File: src/core/spw_defs.svh
/*
 * spw_defs.svh: register offsets, field positions and reset values of the
 * serial low-power wake-up block.
 * assumes: included by bare name by the design files.
 */
`ifndef SPW_DEFS_SVH
`define SPW_DEFS_SVH

`define SPW_OFF_CTRL      12'h000
`define SPW_OFF_STAT      12'h004
`define SPW_OFF_MASK      12'h008
`define SPW_OFF_DATA      12'h00c
`define SPW_OFF_TXDATA    12'h010

`define SPW_CTRL_ENABLE   0
`define SPW_CTRL_SLAVE    1
`define SPW_CTRL_SOFTSEL  2
`define SPW_CTRL_LEVEL    3
`define SPW_CTRL_IRQEN    4
`define SPW_CTRL_CPUMASK  5
`define SPW_CTRL_HALT     6
`define SPW_CTRL_WAIT     7

`define SPW_ST_DONE       0
`define SPW_ST_FAULT      1
`define SPW_ST_OVR        2
`define SPW_ST_HALTED     8
`define SPW_ST_HALTST     9
`define SPW_ST_WAKE       10

`define SPW_CTRL_RESET    8'h03
`define SPW_MASK_RESET    3'h0
`define SPW_BITS_PER_BYTE 4'h8

`endif

File: src/core/spw_pkg.sv
/*
 * spw_pkg.sv: types shared by the serial low-power wake-up block.
 * assumes: nothing beyond a SystemVerilog compiler.
 */
package spw_pkg;
    typedef enum logic [2:0] {
        SPW_RUN     = 3'b001,
        SPW_HALTED  = 3'b010,
        SPW_HALTSTT = 3'b100
    } spw_pwr_t;
    typedef logic [7:0] spw_byte_t;
endpackage

File: src/core/spw_sync.sv
/*
 * spw_sync.sv: two flip-flop synchroniser for one pin level.
 * assumes: input is asynchronous to clk; reset value is a parameter.
 */
`timescale 1ns/100ps
module spw_sync #(
    parameter logic INIT = 1'b0
) (
    input  wire logic clk,
    input  wire logic nrst,
    input  wire logic pin,
    output logic      level
);
    logic meta_ff;
    always_ff @(posedge clk or negedge nrst) begin
        if (!nrst) begin
            meta_ff <= INIT;
            level   <= INIT;
        end else begin
            meta_ff <= pin;
            level   <= meta_ff;
        end
    end
endmodule

File: src/core/spw_shift.sv
/*
 * spw_shift.sv: slave shift engine, msb first, mode 0 sampling.
 * assumes: synchronised sclk edges and select from the same clock.
 */
`timescale 1ns/100ps
`include "spw_defs.svh"
module spw_shift (
    input  wire logic              clk,
    input  wire logic              nrst,
    input  wire logic              run,
    input  wire logic              sel_n,
    input  wire logic              sclk_rise,
    input  wire logic              sclk_fall,
    input  wire logic              mosi,
    input  wire spw_pkg::spw_byte_t tx_byte,
    output spw_pkg::spw_byte_t     rx_byte,
    output logic                   miso_bit,
    output logic                   done
);
    import spw_pkg::*;
    logic [3:0] cnt_ff;
    spw_byte_t  sh_ff;
    // frozen when not running: only done clears, no other state moves
    always_ff @(posedge clk or negedge nrst) begin
        if (!nrst) begin
            cnt_ff  <= 4'h0;
            sh_ff   <= 8'h00;
            rx_byte <= 8'h00;
            done    <= 1'b0;
        end else begin
            done <= 1'b0;
            if (run) begin
                if (sel_n) begin
                    cnt_ff <= 4'h0;
                    sh_ff  <= tx_byte;
                end else if (sclk_rise) begin
                    sh_ff <= {sh_ff[6:0], mosi};
                    if (cnt_ff == `SPW_BITS_PER_BYTE - 4'h1) begin
                        cnt_ff  <= 4'h0;
                        rx_byte <= {sh_ff[6:0], mosi};
                        done    <= 1'b1;
                    end else begin
                        cnt_ff <= cnt_ff + 4'h1;
                    end
                end else if (sclk_fall && cnt_ff == 4'h0 && !done) begin
                    sh_ff <= tx_byte;
                end
            end
        end
    end
    assign miso_bit = sh_ff[7];
endmodule

File: src/core/spw_top.sv
/*
 * spw_top.sv: serial slave with wait/halt behaviour, overrun, wake-up and
 * one shared interrupt, registers over apb.
 * assumes: sclk, select and mosi come from an external master on another
 * clock; the chip power controller drives halt/wait in a control register.
 */
// The register addresses and register access over APB were chosen for this implementation.
`timescale 1ns/100ps
`include "spw_defs.svh"
module spw_top (
    input  wire logic        clk,
    input  wire logic        nrst,
    input  wire logic        psel,
    input  wire logic        penable,
    input  wire logic        pwrite,
    input  wire logic [11:0] paddr,
    input  wire logic [31:0] pwdata,
    output logic [31:0]      prdata,
    output logic             pready,
    output logic             pslverr,
    input  wire logic        sclk,
    input  wire logic        sel_pin_n,
    input  wire logic        mosi,
    output logic             miso,
    output logic             miso_oe_n,
    input  wire logic        master_fault_in,
    output logic             irq,
    output logic             wake_wait,
    output logic             wake_halt
);
    import spw_pkg::*;

    logic [7:0] ctrl_ff;
    logic [2:0] mask_ff;
    logic       transfer_done_flag;
    logic       master_fault_flag;
    logic       overrun_flag;
    spw_byte_t  serial_data_reg;
    spw_byte_t  tx_ff;
    spw_pwr_t   pwr_ff;
    logic       halt_sel_ok_ff;
    logic       sclk_s;
    logic       sel_s_n;
    logic       mosi_s;
    logic       fault_s;
    logic       sclk_d_ff;
    logic       fault_d_ff;
    logic       miso_bit;
    logic       done;
    spw_byte_t  rx_byte;

    logic wr;
    logic rd;
    logic slave_mode;
    logic soft_select_level;
    logic serial_irq_enable;
    logic cpu_mask;
    logic chip_halt;
    logic eff_sel_n;
    logic run;
    logic fault_ev;
    logic any_flag;
    logic clr_done;
    logic clr_fault;
    logic clr_ovr;

    assign wr                = psel && penable && pwrite;
    assign rd                = psel && penable && !pwrite;
    assign slave_mode        = ctrl_ff[`SPW_CTRL_SLAVE];
    assign soft_select_level = ctrl_ff[`SPW_CTRL_LEVEL];
    assign serial_irq_enable = ctrl_ff[`SPW_CTRL_IRQEN];
    assign cpu_mask          = ctrl_ff[`SPW_CTRL_CPUMASK];
    assign chip_halt         = ctrl_ff[`SPW_CTRL_HALT];
    assign eff_sel_n = ctrl_ff[`SPW_CTRL_SOFTSEL] ? soft_select_level
                                                  : sel_s_n;

    spw_sync #(.INIT(1'b0)) u_sync_sclk (
        .clk   (clk),
        .nrst  (nrst),
        .pin   (sclk),
        .level (sclk_s)
    );
    spw_sync #(.INIT(1'b1)) u_sync_sel (
        .clk   (clk),
        .nrst  (nrst),
        .pin   (sel_pin_n),
        .level (sel_s_n)
    );
    spw_sync #(.INIT(1'b0)) u_sync_mosi (
        .clk   (clk),
        .nrst  (nrst),
        .pin   (mosi),
        .level (mosi_s)
    );
    spw_sync #(.INIT(1'b0)) u_sync_fault (
        .clk   (clk),
        .nrst  (nrst),
        .pin   (master_fault_in),
        .level (fault_s)
    );

    always_ff @(posedge clk or negedge nrst) begin
        if (!nrst) begin
            sclk_d_ff  <= 1'b0;
            fault_d_ff <= 1'b0;
        end else begin
            sclk_d_ff  <= sclk_s;
            fault_d_ff <= fault_s;
        end
    end

    // engine runs in wait; in halt it runs only in slave mode with select low at halt entry
    assign run = ctrl_ff[`SPW_CTRL_ENABLE] && (pwr_ff == SPW_RUN ||
                 (pwr_ff == SPW_HALTSTT && slave_mode) ||
                 (pwr_ff == SPW_HALTED && halt_sel_ok_ff && slave_mode));

    spw_shift u_shift (
        .clk       (clk),
        .nrst      (nrst),
        .run       (run),
        .sel_n     (eff_sel_n || !slave_mode),
        .sclk_rise (sclk_s && !sclk_d_ff),
        .sclk_fall (!sclk_s && sclk_d_ff),
        .mosi      (mosi_s),
        .tx_byte   (tx_ff),
        .rx_byte   (rx_byte),
        .miso_bit  (miso_bit),
        .done      (done)
    );

    assign fault_ev = fault_s && !fault_d_ff && !slave_mode &&
                      ctrl_ff[`SPW_CTRL_ENABLE] && pwr_ff == SPW_RUN;

    // power state: run, halted, halt-state after slave wake
    always_ff @(posedge clk or negedge nrst) begin
        if (!nrst) begin
            pwr_ff         <= SPW_RUN;
            halt_sel_ok_ff <= 1'b0;
        end else begin
            case (pwr_ff)
                SPW_RUN: begin
                    if (chip_halt) begin
                        pwr_ff <= SPW_HALTED;
                        halt_sel_ok_ff <= !eff_sel_n;
                    end
                end
                SPW_HALTED: begin
                    if (!chip_halt) begin
                        pwr_ff <= slave_mode ? SPW_HALTSTT : SPW_RUN;
                    end
                end
                SPW_HALTSTT: begin
                    if (!slave_mode || done) begin
                        pwr_ff <= SPW_RUN;
                    end
                end
                default: pwr_ff <= SPW_RUN;
            endcase
        end
    end

    // control register; halt bit cleared by wake-up
    always_ff @(posedge clk or negedge nrst) begin
        if (!nrst) begin
            ctrl_ff <= `SPW_CTRL_RESET;
        end else begin
            if (wr && paddr == `SPW_OFF_CTRL && pwr_ff != SPW_HALTED) begin
                ctrl_ff <= pwdata[7:0];
            end else if (wr && paddr == `SPW_OFF_CTRL) begin
                ctrl_ff[`SPW_CTRL_HALT] <= pwdata[`SPW_CTRL_HALT];
            end
            if (pwr_ff == SPW_HALTED && done && serial_irq_enable) begin
                ctrl_ff[`SPW_CTRL_HALT] <= 1'b0;
            end
        end
    end

    always_ff @(posedge clk or negedge nrst) begin
        if (!nrst) begin
            mask_ff <= `SPW_MASK_RESET;
            tx_ff   <= 8'h00;
        end else if (pwr_ff != SPW_HALTED) begin
            if (wr && paddr == `SPW_OFF_MASK) begin
                mask_ff <= pwdata[2:0];
            end
            if (wr && paddr == `SPW_OFF_TXDATA) begin
                tx_ff <= pwdata[7:0];
            end
        end
    end

    assign clr_done  = wr && paddr == `SPW_OFF_STAT && pwdata[`SPW_ST_DONE];
    assign clr_fault = wr && paddr == `SPW_OFF_STAT && pwdata[`SPW_ST_FAULT];
    assign clr_ovr   = wr && paddr == `SPW_OFF_STAT && pwdata[`SPW_ST_OVR];

    // sticky flags, set wins over clear
    always_ff @(posedge clk or negedge nrst) begin
        if (!nrst) begin
            transfer_done_flag <= 1'b0;
            master_fault_flag  <= 1'b0;
            overrun_flag       <= 1'b0;
            serial_data_reg    <= 8'h00;
        end else begin
            if (clr_done) begin
                transfer_done_flag <= 1'b0;
            end
            if (clr_fault) begin
                master_fault_flag <= 1'b0;
            end
            if (clr_ovr) begin
                overrun_flag <= 1'b0;
            end
            if (done) begin
                transfer_done_flag <= 1'b1;
                // first byte kept for the handler
                if (!transfer_done_flag || clr_done) begin
                    serial_data_reg <= rx_byte;
                end
                if (transfer_done_flag && !clr_done) begin
                    overrun_flag <= 1'b1;
                end
            end
            if (fault_ev) begin
                master_fault_flag <= 1'b1;
            end
        end
    end

    // one gated interrupt for three events
    assign any_flag = (transfer_done_flag && mask_ff[0]) ||
                      (master_fault_flag && mask_ff[1]) ||
                      (overrun_flag && mask_ff[2]);

    always_ff @(posedge clk or negedge nrst) begin
        if (!nrst) begin
            irq       <= 1'b0;
            wake_wait <= 1'b0;
            wake_halt <= 1'b0;
            miso      <= 1'b0;
            miso_oe_n <= 1'b1;
        end else begin
            irq       <= any_flag && serial_irq_enable && !cpu_mask;
            wake_wait <= ctrl_ff[`SPW_CTRL_WAIT] && any_flag &&
                         serial_irq_enable;
            wake_halt <= pwr_ff == SPW_HALTED && done && serial_irq_enable;
            miso      <= miso_bit;
            miso_oe_n <= !(slave_mode && !eff_sel_n && run);
        end
    end

    // apb: one wait-free access phase, unmapped reads zero with error
    always_ff @(posedge clk or negedge nrst) begin
        if (!nrst) begin
            prdata  <= 32'h0000_0000;
            pready  <= 1'b0;
            pslverr <= 1'b0;
        end else begin
            pready  <= psel && !penable;
            pslverr <= 1'b0;
            prdata  <= 32'h0000_0000;
            if (psel && !penable) begin
                case (paddr)
                    `SPW_OFF_CTRL:   prdata <= {24'h0, ctrl_ff};
                    `SPW_OFF_STAT:   prdata <= {21'h0,
                        pwr_ff == SPW_HALTSTT, pwr_ff == SPW_HALTSTT,
                        pwr_ff == SPW_HALTED, 5'h0, overrun_flag,
                        master_fault_flag, transfer_done_flag};
                    `SPW_OFF_MASK:   prdata <= {29'h0, mask_ff};
                    `SPW_OFF_DATA:   prdata <= {24'h0, serial_data_reg};
                    `SPW_OFF_TXDATA: prdata <= {24'h0, tx_ff};
                    default:         pslverr <= 1'b1;
                endcase
            end
        end
    end

    a_ovr_double: assert property (@(posedge clk) disable iff (!nrst)
        done && transfer_done_flag && !clr_done |=> overrun_flag)
        else $error("overrun not set on double transfer");
    // irq gated by enable and cpu mask
    a_irq_gate: assert property (@(posedge clk) disable iff (!nrst)
        irq |-> $past(serial_irq_enable) && !$past(cpu_mask))
        else $error("irq raised while gated");
    a_halt_frozen: assert property (@(posedge clk) disable iff (!nrst)
        pwr_ff == SPW_HALTED && !run |=> $stable(serial_data_reg))
        else $error("data changed in halt");
    // no halt wake without select at entry
    a_sel_entry: assert property (@(posedge clk) disable iff (!nrst)
        wake_halt |-> halt_sel_ok_ff)
        else $error("halt wake without select low");
    a_fault_nohalt: assert property (@(posedge clk) disable iff (!nrst)
        pwr_ff == SPW_HALTED && !done |=> !wake_halt)
        else $error("halt ended by other event");
    // leaving slave mode ends halt state
    a_slave_exit: assert property (@(posedge clk) disable iff (!nrst)
        pwr_ff == SPW_HALTSTT && !slave_mode |=> pwr_ff == SPW_RUN)
        else $error("halt state kept after slave exit");
    a_data_kept: assert property (@(posedge clk) disable iff (!nrst)
        done && !transfer_done_flag |=> serial_data_reg == $past(rx_byte))
        else $error("received byte not kept");
    a_wake_state: assert property (@(posedge clk) disable iff (!nrst)
        wake_halt && slave_mode |=> ##[0:2] pwr_ff == SPW_HALTSTT)
        else $error("no resume after wake");
    a_wait_wake: assert property (@(posedge clk) disable iff (!nrst)
        ctrl_ff[`SPW_CTRL_WAIT] && any_flag && serial_irq_enable
        |=> wake_wait)
        else $error("wait not ended by event");
    a_irq_flag: assert property (@(posedge clk) disable iff (!nrst)
        irq |-> $past(any_flag))
        else $error("irq without event flag");
    a_halt_clear: assert property (@(posedge clk) disable iff (!nrst)
        wake_halt |-> !chip_halt)
        else $error("halt kept after wake");
    a_frozen_idle: assert property (@(posedge clk) disable iff (!nrst)
        pwr_ff == SPW_HALTED && !run |=> !done)
        else $error("transfer done while frozen");
endmodule

File: config.mk
export PLATFORM = sky130hd
export DESIGN_NAME = spw_top
export DESIGN_NICKNAME = d
export VERILOG_FILES = /design/src/core/spw_pkg.sv /design/src/core/spw_sync.sv /design/src/core/spw_shift.sv /design/src/core/spw_top.sv
export VERILOG_INCLUDE_DIRS = /design/src /design/src/core
export SDC_FILE = /design/constraint.sdc
export NUM_CORES = 1
export LEC_CHECK = 0
export ABC_CLOCK_PERIOD_IN_PS = 2400
export BUFFER_PORTS_ARGS = -buffer_cell sky130_fd_sc_hd__buf_2
export CAP_MARGIN = 5
export CORE_ASPECT_RATIO = 1.75
export CORE_MARGIN = 4
export CORE_UTILIZATION = 30
export DETAILED_ROUTE_END_ITERATION = 10
export MAX_ROUTING_LAYER = met4
export PLACE_DENSITY = 0.57
export SETUP_SLACK_MARGIN = 0.2
export SLEW_MARGIN = 20
export SYNTH_ARGS = -nofsm -noshare
export SYNTH_HDL_FRONTEND = slang
export SYNTH_SLANG_ARGS = --single-unit
File: constraint.sdc
create_clock -name clk -period 2.4 [get_ports clk]
set_clock_uncertainty 0.1 [all_clocks]
set_input_delay 0.24 -clock clk [delete_from_list [all_inputs] [get_ports clk]]
set_output_delay 0.24 -clock clk [all_outputs]
set_load 0.02 [all_outputs]
* Word-level counts from Yosys, hierarchy flattened *
Cells that the tools add are included.

storage, ports and cells
  flip-flop bits (word level) = 104
  bits of input ports = 53
  output and inout port bits = 39
  word-level logic and storage cells = 145

operators by class
  add/subtract/negate cells = 1
  eq/ne operators = 12
  mux-type cells = 30
  bitwise gates (word level) = 1
  reductions and logical operators = 69

operators by type and width
  kind                   count
  $pmux W11 S5           1
  $logic_and A1 B1 Y1    35
  $mux W32               1
  $eq A12 B4 Y1 const B  2
  $mux W8                3
  $mux W1                17
  $eq A12 B3 Y1 const B  1
  $eq A12 B5 Y1 const B  1
  $logic_not A12 Y1      1
  $mux W3                4
  $mux W4                3
  $reduce_and A2 Y1      6
  $logic_not A1 Y1       11
  $pmux W3 S3            1
  $logic_or A1 B1 Y1     7
  $reduce_bool A2 Y1     3
  $reduce_bool A3 Y1     2
  $reduce_or A5 Y1       1
  $add A4 B1 Y4 const B  1
  $eq A4 B3 Y1 const B   1
  $logic_not A4 Y1       1
  $ne A2 B2 Y1 const B   2
  $reduce_and A4 Y1      1
  $eq A3 B1 Y1 const B   1
  6 further kinds        6

* Logic depth before layout (Yosys ltp) *
  depth after elaboration = 8
  mapped depth = 6
  mapped depth without buffers = 6

* Hierarchy *
Synthesis repeated with hierarchy kept, for this count alone.

unflattened totals
  cell total of the unflattened synthesis = 319
  area, all modules = 3,950.0 um^2

modules (own cells, without submodules)
  module                        times used  cells each  area each (um^2)  sequential area each (um^2)
  spw_top                       1           240         2,763.9           1,331.3
  spw_shift                     1           71          983.4             525.5
  spw_sync at u_sync_fault ...  3           2           50.0              50.0
  spw_sync at u_sync_sel        1           2           52.6              52.6

* Least setup slack after synthesis *
No wires, ideal clock.

  path kind = register -> register
  start point = register pwr_ff[0]
  end point = register u_shift.rx_byte[0]
  arrival = 1.839 ns
  slack = 0.336 ns
  stages on the path, launching flop included = 6
  path buffers = 1
  clock period less this slack = 2.064 ns
  path through = dfstp_2 > buf_6 > nor3b_2 > a211oi_4 > nor4_4 > mux2_2

between the ends
  longest elaborated chain between the ends = 6
  elaborated cells between the ends (all ways) = 10

RTL lines
  element                                                    RTL line                        source
  start, declared                                            spw_top.sv:40                   spw_pwr_t pwr_ff;
  start signal, assigned                                     spw_top.sv:149                  pwr_ff <= slave_mode ? SPW_HALTSTT : SPW_RUN;
  $eq A3 B3 Y1 or $eq A3 B2 Y1 (tied branches)               spw_top.sv:114, spw_top.sv:115
  $logic_and A1 B1 Y1 (on tied branches)                     spw_top.sv:114, spw_top.sv:115
  $logic_or A1 B1 Y1 or $logic_and A1 B1 Y1 (tied branches)  spw_top.sv:113, spw_top.sv:115
  $logic_or A1 B1 Y1 *                                       spw_top.sv:114                  (pwr_ff == SPW_HALTSTT && slave_mode) ||
  $logic_and A1 B1 Y1 *                                      spw_top.sv:113                  assign run = ctrl_ff[`SPW_CTRL_ENABLE] && (pwr_ff == SPW_RUN ||
  $reduce_and A4 Y1 (no line) *                              -
  end signal, assigned                                       spw_shift.sv:40                 rx_byte <= {sh_ff[6:0], mosi};
  end, declared                                              spw_shift.sv:16                 output spw_pkg::spw_byte_t rx_byte,

Every way passes the cells marked *; elsewhere a longest branch is shown, timed or not.
A chain may end at the register's enable or synchronous reset.

* Worst setup path after layout *
  start point = register pwr_ff[0]
  end point = register u_shift.rx_byte[7]

The elaborated chain is that of the path after synthesis.

==> flow_summary.yaml <==
status:
  outcome: "finished, final reports clean"
setup_path:
  crit_required_ns: 2.52
  r2r-start: "pwr_ff[0]"
  critPathCaptureType: "flop"
  cp-startpoint: "pwr_ff[0]"
  cp_max_fo: 9
  r2r_end: "u_shift.rx_byte[7]"
  path_depth: 5
  crit_type: "flop to flop"
  worst_ep_arrival_time_ns: 2.20
  crit_end: "u_shift.rx_byte[7]"
  cp.buffers_inverters: 1
  reg2regPathDepth: 5
  critPathLaunchType: "flop"
  path_cells: "and4bb_2 -> a211oi_4 -> nor4_4 -> buf_4 -> mux2_2"
  critPathSlowestCell: "dfstp_2"
  slowest_delay_ns: 0.58
  rrSetupSlack_ns: 0.32
  critPathTopFamily: "flip-flops"
detailed_routing:
  drt-pass1-iter-count: 4
  drt-wirelength-per-cell_um: 16.5
  detail-route-antenna-nets: 0
  via_count: 2689
  viasPerCell: 4.79
  drc: 0
  drt-total-wl_mm: 9.24
  first_iter_violations: 89
clock_tree:
  htree_num_levels: 3
  clkLatencyLatePin_ns: 0.33
  cts_tree: "done"
  cts_sinks: 82
  cts.clk_slew.worst_paths_ns: 0.06
  clock_path_buffers: 2
  ctsRootBufferMaster: "clkbuf_16"
  cts_made_buffers: 9
final_layout:
  nNetsFinal: 441
  largest_reg_flops: 10
  n_fill_cell: 1281
  final_util_pct: 36.7
  drive_gt1_share_pct: 34.9
  diodes: 0
  regMostFlops: "prdata"
  area_delta_synth_final_pct: 20.1
sta:
  setup_viol: 0
  drv_slew: 0
  fin_setup_tns_ns: 0
  relSlewSlack_pct: 58.3
  rsz0062_at_grt: "false"
  fmax_ghz: 0.480
  worstMarginPinSlew_ns: 0.625
  timing.final.crit_share_pct: 86.9
  layout_min_cycle_time_ns: 2.08
  finalHoldViolations: 0
floorplan:
  start_util_pct: 30.6
  dieHeight_um: 160
  die_w_um: 94.6
  io_pins: 92
  fp.dieArea_um2: 15100
  core_area_um2: 12900
  fp-row-count: 55
placement:
  place_congestion: 0.814
  dpl.hpwl_mm: 6.82
  io_buffers: 46
global_route:
  grt_pass1_wl_mm: 14.9
  grt_max_degree: 49
  grt_pass1_vias: 2887
  grt_use_total_pct: 13.1
  overflow: 0
  antenna_found_initial: 0
synth:
  ys_seq_elements: 82
  syn_area_um2: 3940
  ys_warn_count: 0
  postSynthAreaPerCell_um2: 12.0
  synthArstFlopShare_pct: 100
  synth_ff_type: "dfrtp_1"
  synth_cell_types: 58
  synth_edf_count: 0
  synth_seq_area_share_pct: 52.3
  syn_inst: 328
power_and_ir_drop:
  ir_drop_mv: 0.363
  powerDensity_nw_per_um2: 641
  p_leak_uw: 0.00216
hold_path:
  hp-class: "input pin to flop"
  hold_depth: 2
job:
  drv_cap: 0
## routing by layer
| layer | global-route usage [%] | share of wire (%) | vias up |
|---|---|---|---|
| met5 | - | 0 | - |
| met4 | 5.26 | 2.1 | 0 |
| met3 | 3.03 | 4.8 | 12 |
| met2 | 22.8 | 54 | 72 |
| met1 | 14.2 | 39 | 1341 |
| li1 | - | - | 1264 |
## placed cells by master, fill, tap and decap left out, types with 3 or more instances in the layout
master,instances
dfrtp_1,76
buf_2,45
mux2_2,43
conb_1,21
nor2b_1,16
nor2_1,16
nand3_1,14
a21oi_1,14
nand4_1,11
buf_4,11
mux2i_1,9
clkbuf_16,9
o211ai_1,8
nand2_1,7
dfstp_2,6
inv_1,5
nor3_1,5
dlygate4sd3_1,5
and3_1,4
o21ai_0,4
and3b_1,3
a22o_1,3
## cell usage after synthesis (all sizes together) (2+ instances only)
master / instances / area [um2]
clkbuf: 8 / 30.0
a211oi: 2 / 40.0
a32o: 2 / 20.0
nand3b: 2 / 15.0
nand4: 12 / 81.3
and3b: 4 / 36.3
a22o: 3 / 26.3
dfstp: 6 / 158
nor4: 3 / 48.8
or2: 2 / 12.5
dfrtp: 76 / 1900
buf: 28 / 200
and3: 4 / 25.0
mux2: 43 / 484
nor4b: 2 / 17.5
o21ai: 4 / 20.0
nand4b: 2 / 17.5
o221ai: 2 / 17.5
nand3: 15 / 80.1
nor2b: 16 / 100
nor2: 16 / 60.1
nor3b: 2 / 20.0
nand2: 7 / 26.3
ha: 2 / 25.0
nor3: 5 / 25.0
inv: 5 / 18.8
a21oi: 14 / 70.1
o211ai: 8 / 60.1
and4bb: 2 / 25.0
nand2b: 2 / 12.5
mux2i: 10 / 113
a22oi: 2 / 15.0
## worst reg2reg max path: stages, from the launching register on
cell,delay (ns)
dfstp_2,0.58
and4bb_2,0.28
a211oi_4,0.45
nor4_4,0.09
buf_4,0.19
mux2_2,0.28
## report_power, final
group / internal (uW) / total [uW] / switching [uW]
Sequential: 1400 / 1400 / 5.47
Combinational: 44.3 / 146 / 102
Clock: 963 / 1480 / 517
## final cells by class
cell class / instances / area [um2] / share of cell area (%)
inverter: 6 / 22.5 / 0.477
timing repair buffer: 63 / 398 / 8.42
tap: 171 / 214 / 4.53
clock buffer: 13 / 260 / 5.51
clock inverter: 2 / 60.1 / 1.27
sequential: 82 / 2060 / 43.6
multi-input combinational: 224 / 1710 / 36.2
## repair_timing
| item | CTS | global route |
|---|---|---|
| endpoints found under the setup margin | 8 | 16 |
| resized for setup | 0 | 2 |
| hold buffers | 5 | 0 |
| pin swaps | 1 | 1 |
| setup buffers | 1 | 1 |
| hold endpoints to repair | 47 | 0 |
## per-stage QoR
step | area, um2 | std cells | power (uW) | setup slack (ns) | hold slack [ns]
CTS | 4700 | 560 | 3060 | 0.217 | 0.00232
global route | 4720 | 561 | 3140 | 0.241 | 0.0262
detailed placement | 4310 | 539 | 1570 | 0.115 | 0.205
floorplan | 4010 | 348 | 1520 | 0.336 | -0.156
global placement | 4310 | 539 | 1560 | 0.221 | 0.196
finish | 4720 | 561 | 3030 | 0.316 | 0.0115
## how the worst min path moves through the flow
stage	start	to	slack, ns
5_1_grt	penable	pready	0.03
2_1_floorplan	nrst	ctrl_ff[2]	-0.16
3_3_place_gp	nrst	u_sync_fault.meta_ff	0.20
6_report	penable	pready	0.01
3_5_place_dp	nrst	u_sync_fault.meta_ff	0.20
4_1_cts	penable	pready	0.002
## logic make-up (layout without fill, tap and decap cells)
kind of cell / count (synthesis) / after routing / synth area share (%)
buffers and inverters: 42 / 84 / 6.42
AOI/OAI and AO/OA: 47 / 47 / 8.97
xor gates and xnor gates: 1 / 1 / 0.223
and+or+nand+nor: 100 / 100 / 16.2
other: 1 / 21 / 0.0953
DFF: 82 / 82 / 52.3
muxes: 53 / 53 / 15.2
adders and majority gates: 2 / 2 / 0.636
Note: power is estimated with default switching activity, not from simulation.
